[config.mk]
export PLATFORM = sky130hd
export DESIGN_NAME = ofcm_flag_clock_mux
export DESIGN_NICKNAME = d
export VERILOG_FILES = /design/src/rtl/ofcm_pkg.sv /design/src/rtl/ofcm_det_if.sv /design/src/rtl/ofcm_flag_clock_mux.sv /design/src/rtl/ofcm_range_detector.sv
export SDC_FILE = /design/constraint.sdc
export NUM_CORES = 1
export LEC_CHECK = 0
export ABC_CLOCK_PERIOD_IN_PS = 2500
export CAP_MARGIN = 20
export CORE_AREA = 2 2 70 72
export DETAILED_ROUTE_END_ITERATION = 12
export DIE_AREA = 0 0 72 74
export DONT_BUFFER_PORTS = 1
export PLACE_DENSITY_LB_ADDON = 0.2
export SYNTH_ARGS = -nofsm -noshare
export SYNTH_HDL_FRONTEND = slang
export SYNTH_SLANG_ARGS = --single-unit
[constraint.sdc]
create_clock -name ref_clk -period 2.5 [get_ports ref_clk]
set_input_delay 0.125 -clock ref_clk [delete_from_list [all_inputs] [get_ports ref_clk]]
set_output_delay 0.125 -clock ref_clk [all_outputs]
set_load 0.05 [all_outputs]
[src/rtl/ofcm_pkg.sv]
package ofcm_pkg;
    // ========================================
    // widths and device variants
    localparam int SAMPLE_W   = 9;
    localparam int PULSE_W    = 8;
    localparam int DIV_W      = 3;
    localparam int NUM_CH     = 3;

    typedef enum logic [1:0] {
        VAR_SINGLE = 2'b00,
        VAR_DUAL   = 2'b01,
        VAR_QUAD   = 2'b10
    } ofcm_variant_t;

    // ========================================
    // clock-out selection codes
    localparam logic [1:0] SEL_FLAG   = 2'h0;
    localparam logic [1:0] SEL_COPY   = 2'h1;
    localparam logic [1:0] SEL_DIV2   = 2'h2;
    localparam logic [1:0] SEL_DIV4   = 2'h3;

    // ========================================
    // divider tap positions and reset values
    localparam int         TAP_REF    = 0;
    localparam int         TAP_DIV2   = 1;
    localparam int         TAP_DIV4   = 2;
    localparam logic [DIV_W-1:0]   DIV_RST   = 3'h0;
    localparam logic [PULSE_W-1:0] CNT_RST   = 8'h00;
    localparam logic [PULSE_W-1:0] CNT_ONE   = 8'h01;
endpackage : ofcm_pkg

[src/rtl/ofcm_det_if.sv]
`timescale 1ns/1ps
interface ofcm_det_if #(
    parameter int SW = ofcm_pkg::SAMPLE_W,
    parameter int PW = ofcm_pkg::PULSE_W
);
    logic [SW-1:0] sample;
    logic [SW-1:0] threshold;
    logic [PW-1:0] minPulse;
    logic          flag;

    modport detector (input sample, input threshold, input minPulse, output flag);
    modport owner    (output sample, output threshold, output minPulse, input flag);
endinterface : ofcm_det_if

[src/rtl/ofcm_flag_clock_mux.sv]
`timescale 1ns/1ps
module ofcm_flag_clock_mux #(
    parameter ofcm_pkg::ofcm_variant_t VARIANT = ofcm_pkg::VAR_QUAD,
    parameter int                      SW      = ofcm_pkg::SAMPLE_W,
    parameter int                      PW      = ofcm_pkg::PULSE_W
) (
    // clock and reset
    input  wire logic          ref_clk,
    input  wire logic          rst_n,
    // channel samples (magnitude)
    input  wire logic [SW-1:0] sampleA,
    input  wire logic [SW-1:0] sampleB,
    input  wire logic [SW-1:0] sampleC,
    // detection settings
    input  wire logic [SW-1:0] over_range_threshold,
    input  wire logic [PW-1:0] over_range_min_pulse,
    // clock-out control
    input  wire logic [1:0]    clock_out_select_pins,
    input  wire logic          serialClkOverride,
    input  wire logic [1:0]    serialClkSelect,
    input  wire logic          synthEnablePin,
    input  wire logic          power_down_pin,
    // outputs
    output logic               overrange_flag_a,
    output logic               overrange_flag_b,
    output logic               overrange_or_clock_c,
    output logic               synth_reference_output,
    output logic               clockModeC
);
    // ========================================
    // per-channel detectors
    logic [SW-1:0] sampleVec [ofcm_pkg::NUM_CH];
    logic [ofcm_pkg::NUM_CH-1:0] flagVec;

    assign sampleVec[0] = sampleA;
    assign sampleVec[1] = sampleB;
    assign sampleVec[2] = sampleC;

    genvar ch;
    generate
        for (ch = 0; ch < ofcm_pkg::NUM_CH; ch++) begin : g_ch
            ofcm_det_if #(.SW(SW), .PW(PW)) detLink ();

            assign detLink.sample    = sampleVec[ch];
            assign detLink.threshold = over_range_threshold;
            assign detLink.minPulse  = over_range_min_pulse;
            assign flagVec[ch]       = detLink.flag;

            ofcm_range_detector #(.PW(PW)) u_det (
                .ref_clk (ref_clk),
                .rst_n   (rst_n),
                .det     (detLink.detector)
            );
        end
    endgenerate

    // ========================================
    // variant gating
    localparam bit HAS_B = (VARIANT != ofcm_pkg::VAR_SINGLE);
    localparam bit HAS_C = (VARIANT == ofcm_pkg::VAR_QUAD);

    logic flagBGated;
    logic flagCGated;

    assign flagBGated = HAS_B ? flagVec[1] : 1'b0;
    assign flagCGated = HAS_C ? flagVec[2] : 1'b0;

    // ========================================
    // clock selection and divider
    localparam int DW = ofcm_pkg::DIV_W;

    typedef struct packed {
        logic [ofcm_pkg::DIV_W-1:0] div;
        logic                       refOut;
        logic                       outC;
        logic                       clkMode;
        logic                       flagA;
        logic                       flagB;
    } ofcm_top_state_t;

    ofcm_top_state_t st_r;
    ofcm_top_state_t st_nxt;
    logic [1:0]      effSel;
    logic            clkWanted;
    logic            clkRun;
    logic            clkC;

    // serial settings override the pins; pins alone act from reset
    assign effSel    = serialClkOverride ? serialClkSelect : clock_out_select_pins;
    assign clkWanted = (effSel != ofcm_pkg::SEL_FLAG) && synthEnablePin;
    assign clkRun    = synthEnablePin && !power_down_pin;

    always_comb begin
        st_nxt = st_r;
        // the reference itself is ref_clk/2 so every tap comes from a flop
        if (clkRun) begin
            st_nxt.div = DW'(st_r.div + DW'(1));
        end else begin
            st_nxt.div = ofcm_pkg::DIV_RST;
        end
        st_nxt.refOut = clkRun & st_nxt.div[ofcm_pkg::TAP_REF];
        case (effSel)
            ofcm_pkg::SEL_COPY: clkC = st_nxt.div[ofcm_pkg::TAP_REF];
            ofcm_pkg::SEL_DIV2: clkC = st_nxt.div[ofcm_pkg::TAP_DIV2];
            ofcm_pkg::SEL_DIV4: clkC = st_nxt.div[ofcm_pkg::TAP_DIV4];
            default:            clkC = 1'b0;
        endcase
        st_nxt.clkMode = clkWanted;
        if (clkWanted) begin
            // a stopped clock parks low rather than falling back to the flag
            st_nxt.outC = clkRun & clkC;
        end else begin
            st_nxt.outC = flagCGated;
        end
        st_nxt.flagA = flagVec[0];
        st_nxt.flagB = flagBGated;
    end

    always_ff @(posedge ref_clk) begin
        if (!rst_n) begin
            st_r.div     <= ofcm_pkg::DIV_RST;
            st_r.refOut  <= 1'b0;
            st_r.outC    <= 1'b0;
            st_r.clkMode <= 1'b0;
            st_r.flagA   <= 1'b0;
            st_r.flagB   <= 1'b0;
        end else begin
            st_r <= st_nxt;
        end
    end

    assign overrange_flag_a       = st_r.flagA;
    assign overrange_flag_b       = st_r.flagB;
    assign overrange_or_clock_c   = st_r.outC;
    assign synth_reference_output = st_r.refOut;
    assign clockModeC             = st_r.clkMode;
endmodule : ofcm_flag_clock_mux

[src/rtl/ofcm_range_detector.sv]
`timescale 1ns/1ps
module ofcm_range_detector #(
    parameter int PW = ofcm_pkg::PULSE_W
) (
    // clock and reset
    input  wire logic    ref_clk,
    input  wire logic    rst_n,
    // detector link
    ofcm_det_if.detector det
);
    typedef struct packed {
        logic          flag;
        logic [PW-1:0] remain;
    } ofcm_det_state_t;

    ofcm_det_state_t st_r;
    ofcm_det_state_t st_nxt;
    logic            exceed;
    logic [PW-1:0]   holdLen;

    assign exceed  = det.sample > det.threshold;
    // a zero setting still yields a one-cycle pulse
    assign holdLen = (det.minPulse == '0) ? PW'(ofcm_pkg::CNT_ONE) : det.minPulse;

    always_comb begin
        st_nxt = st_r;
        if (exceed) begin
            st_nxt.flag   = 1'b1;
            st_nxt.remain = PW'(holdLen - PW'(1));
        end else if (st_r.remain != '0) begin
            st_nxt.remain = PW'(st_r.remain - PW'(1));
        end else begin
            st_nxt.flag   = 1'b0;
        end
    end

    always_ff @(posedge ref_clk) begin
        if (!rst_n) begin
            st_r.flag   <= 1'b0;
            st_r.remain <= PW'(ofcm_pkg::CNT_RST);
        end else begin
            st_r <= st_nxt;
        end
    end

    assign det.flag = st_r.flag;
endmodule : ofcm_range_detector

==> reports/metrics.cfg <==
[status]
status=finished clean

[synthesis]
seq_area_frac_synth=0.258
synth_top_area_frac=0.258
ys_seq_elements=34
synth_edf_count=0
ys_top_cells_by_area=dfxtp_1, ha_1, mux2i_1
synth_cells=306
syn_area_sq_um=2640
synth_fp_nets=394
async_flop_share=0
ys.flop_type=dfxtp_1
synth.avg_cell_area_sq_um=8.63
yosys_warnings=0
synth_top_area_cell=dfxtp_1
synth_cell_types=50

[finish]
final_common_cell=nand2_1
regArea_sq_um=681
final_area_sq_um=2810
nNetsFinal=398
final_util=0.611
final_cell_mix=nand2_1, ha_1, dfxtp_1, inv_1, nor2_1
syn2layout_area_growth_pct=6.44
antenna_cells=0
multi_input_area_sq_um=1820
fill_cells=428
drive_gt1_frac=0.106

[detailed_routing]
wl_per_cell_microns=15.4
dr.pass1.iters=4
drt_iter0_drc=95
drc=0
vias=2175
drt-total-wl_mm=5.60
via_per_inst=5.98
postRouteAntennaNets=0

[timing]
fin_tns_setup_ns=0
finalMaxSlewViolations=0
slew_headroom=0.411
worst_slew_pin_slew_ns=0.881
rsz0062_at_grt=no
fin_crit_sh=0.680
fin_crit_ns=1.70
timing.final.ws_setup_ns=0.800
skew_ns=0.00343
setup_viol=0
fmax_mhz=588
finalHoldViolations=0

[global_route]
gr-total-overflow=0
grt_usage=0.233
grt_max_degree=25
first_global_vias=2143
antenna_found_initial=0
grt_pass1_wl_mm=9.52

[clocking]
post_cts_buffers=0
clk_latency_ns=0.29
clock_path_buffers=2
hold_buffers=2
root_buffer=clkbuf_8
cts_tree=yes
clock-sinks=34
post_cts_resized=0
cts_max_level=2
cts_buffers=5
clk_pin_slew_ns=0.07

[worst_setup_path]
worstPathArrival_ns=1.91
required_ns=2.71
crit_top_cell=nand2_1
path_cells=inv_1 > ha_1 > nor4b_2 > nand2_1 > xnor2_1 > nand2_1 > mux2i_1
critPathMaxFanout=5
crit_type=flop to flop
critical_path.top_delay_family=simple AND/OR/NAND/NOR gates
cp_slowest_cell=dfxtp_1
cp.buffers_inverters=1
crit_path_end_kind=flop
max_stage_delay_ns=0.33
cp-start-kind=flop

[floorplan]
rows=25
initial_core_util=0.574
coreArea_sq_um=4600
die_h_microns=74
die_area_sq_um=5330
fp.dieW_microns=72
io_pins=58

[power_and_ir_drop]
ir_drop_mv=0.554
p_leak_nw=1.29
cellPowerDensity_nw_per_um2=992

[placement]
placed_area_sq_um=2670
gp_routability_congestion=0.795
numPortBuffers=0
dp_hpwl_mm=4.28
post-place-ws_ns=0.384

[run]
maxCapViolations=0

[worst_hold_path]
hp-class=input port to flop

routing by layer:
metal  routed length, microns  share of wire  up-vias  GRT usage
met4                      108          0.019        0     0.0881
met2                     2580           0.46       66      0.396
met3                      335          0.060       12     0.0515
li1                         -              -     1099          -
met1                     2570           0.46      998      0.291
met5                        0              0        -          0
Yosys cell counts (2+ instances only):
cell type	count
o311a_1	2
o221ai_1	2
nor3_1	9
mux2i_1	18
o21ai_0	11
nand4_1	10
nand2b_1	3
nand2_2	2
buf_6	2
xnor2_1	6
o21ai_2	2
nand3_1	5
buf_2	3
nor3_2	3
a21oi_1	18
clkbuf_1	2
ha_1	35
and2_1	3
inv_1	26
a2111oi_0	2
xor2_1	6
a31oi_1	3
a21o_1	3
nor2_1	20
o211ai_1	4
nand2_1	37
a21boi_0	4
nand3b_1	3
mux2_2	8
dfxtp_1	34
final timing paths:
check,slack [ns],start,cells after the start,end
setup / recovery,0.80,g_ch[2].u_det.st_r[0],7,g_ch[2].u_det.st_r[0]
hold / removal,0.007,rst_n,2,g_ch[2].u_det.st_r[2]
setup reg to reg,0.80,g_ch[2].u_det.st_r[0],7,g_ch[2].u_det.st_r[0]
hold reg to reg,0.46,g_ch[0].u_det.det.flag,1,overrange_flag_a
power by group:
| group | total, mW | switching (mW) | internal, mW |
|---|---|---|---|
| logic | 1.34 | 0.684 | 0.659 |
| registers | 0.925 | 0.210 | 0.715 |
| clock network | 0.521 | 0.202 | 0.319 |
cell type report:
class	count	share of cell area
multi-input combinational	239	0.647
clock buffer	6	0.0294
sequential	34	0.242
timing repair buffer	4	0.0125
tap	54	0.0240
inverter	26	0.0347
clock inverter	1	0.0107
kinds of logic (layout without fill, tap and decap cells):
family | count (synthesis) | after routing | synth area share
xor gates and xnor gates | 13 | 13 | 0.0460
AOI/OAI and AO/OA | 58 | 58 | 0.147
buffers and inverters | 33 | 37 | 0.0540
muxes | 27 | 27 | 0.108
and+or+nand+nor | 106 | 106 | 0.222
adders and majority gates | 35 | 35 | 0.166
DFF | 34 | 34 | 0.258
flip-flops by register name (all words and copies together), names as in the netlist:
register              cells
overrange_flag_a          1
g_ch.u_det.st_r          24
g_ch.u_det.det.flag       3
overrange_or_clock_c      1
overrange_flag_b          1
st_r                      3
clockModeC                1
stage by stage:
| stage | power [mW] | cells | hold slack [ns] |
|---|---|---|---|
| floorplan | 2.05 | 306 | 0.314 |
| global placement | 2.23 | 354 | 0.255 |
| detailed placement | 2.26 | 354 | 0.260 |
| CTS | 2.80 | 363 | 0.00272 |
| global route | 3.02 | 364 | 0.0111 |
| finish | 2.79 | 364 | 0.00716 |
(Power assumes the default switching activity.)
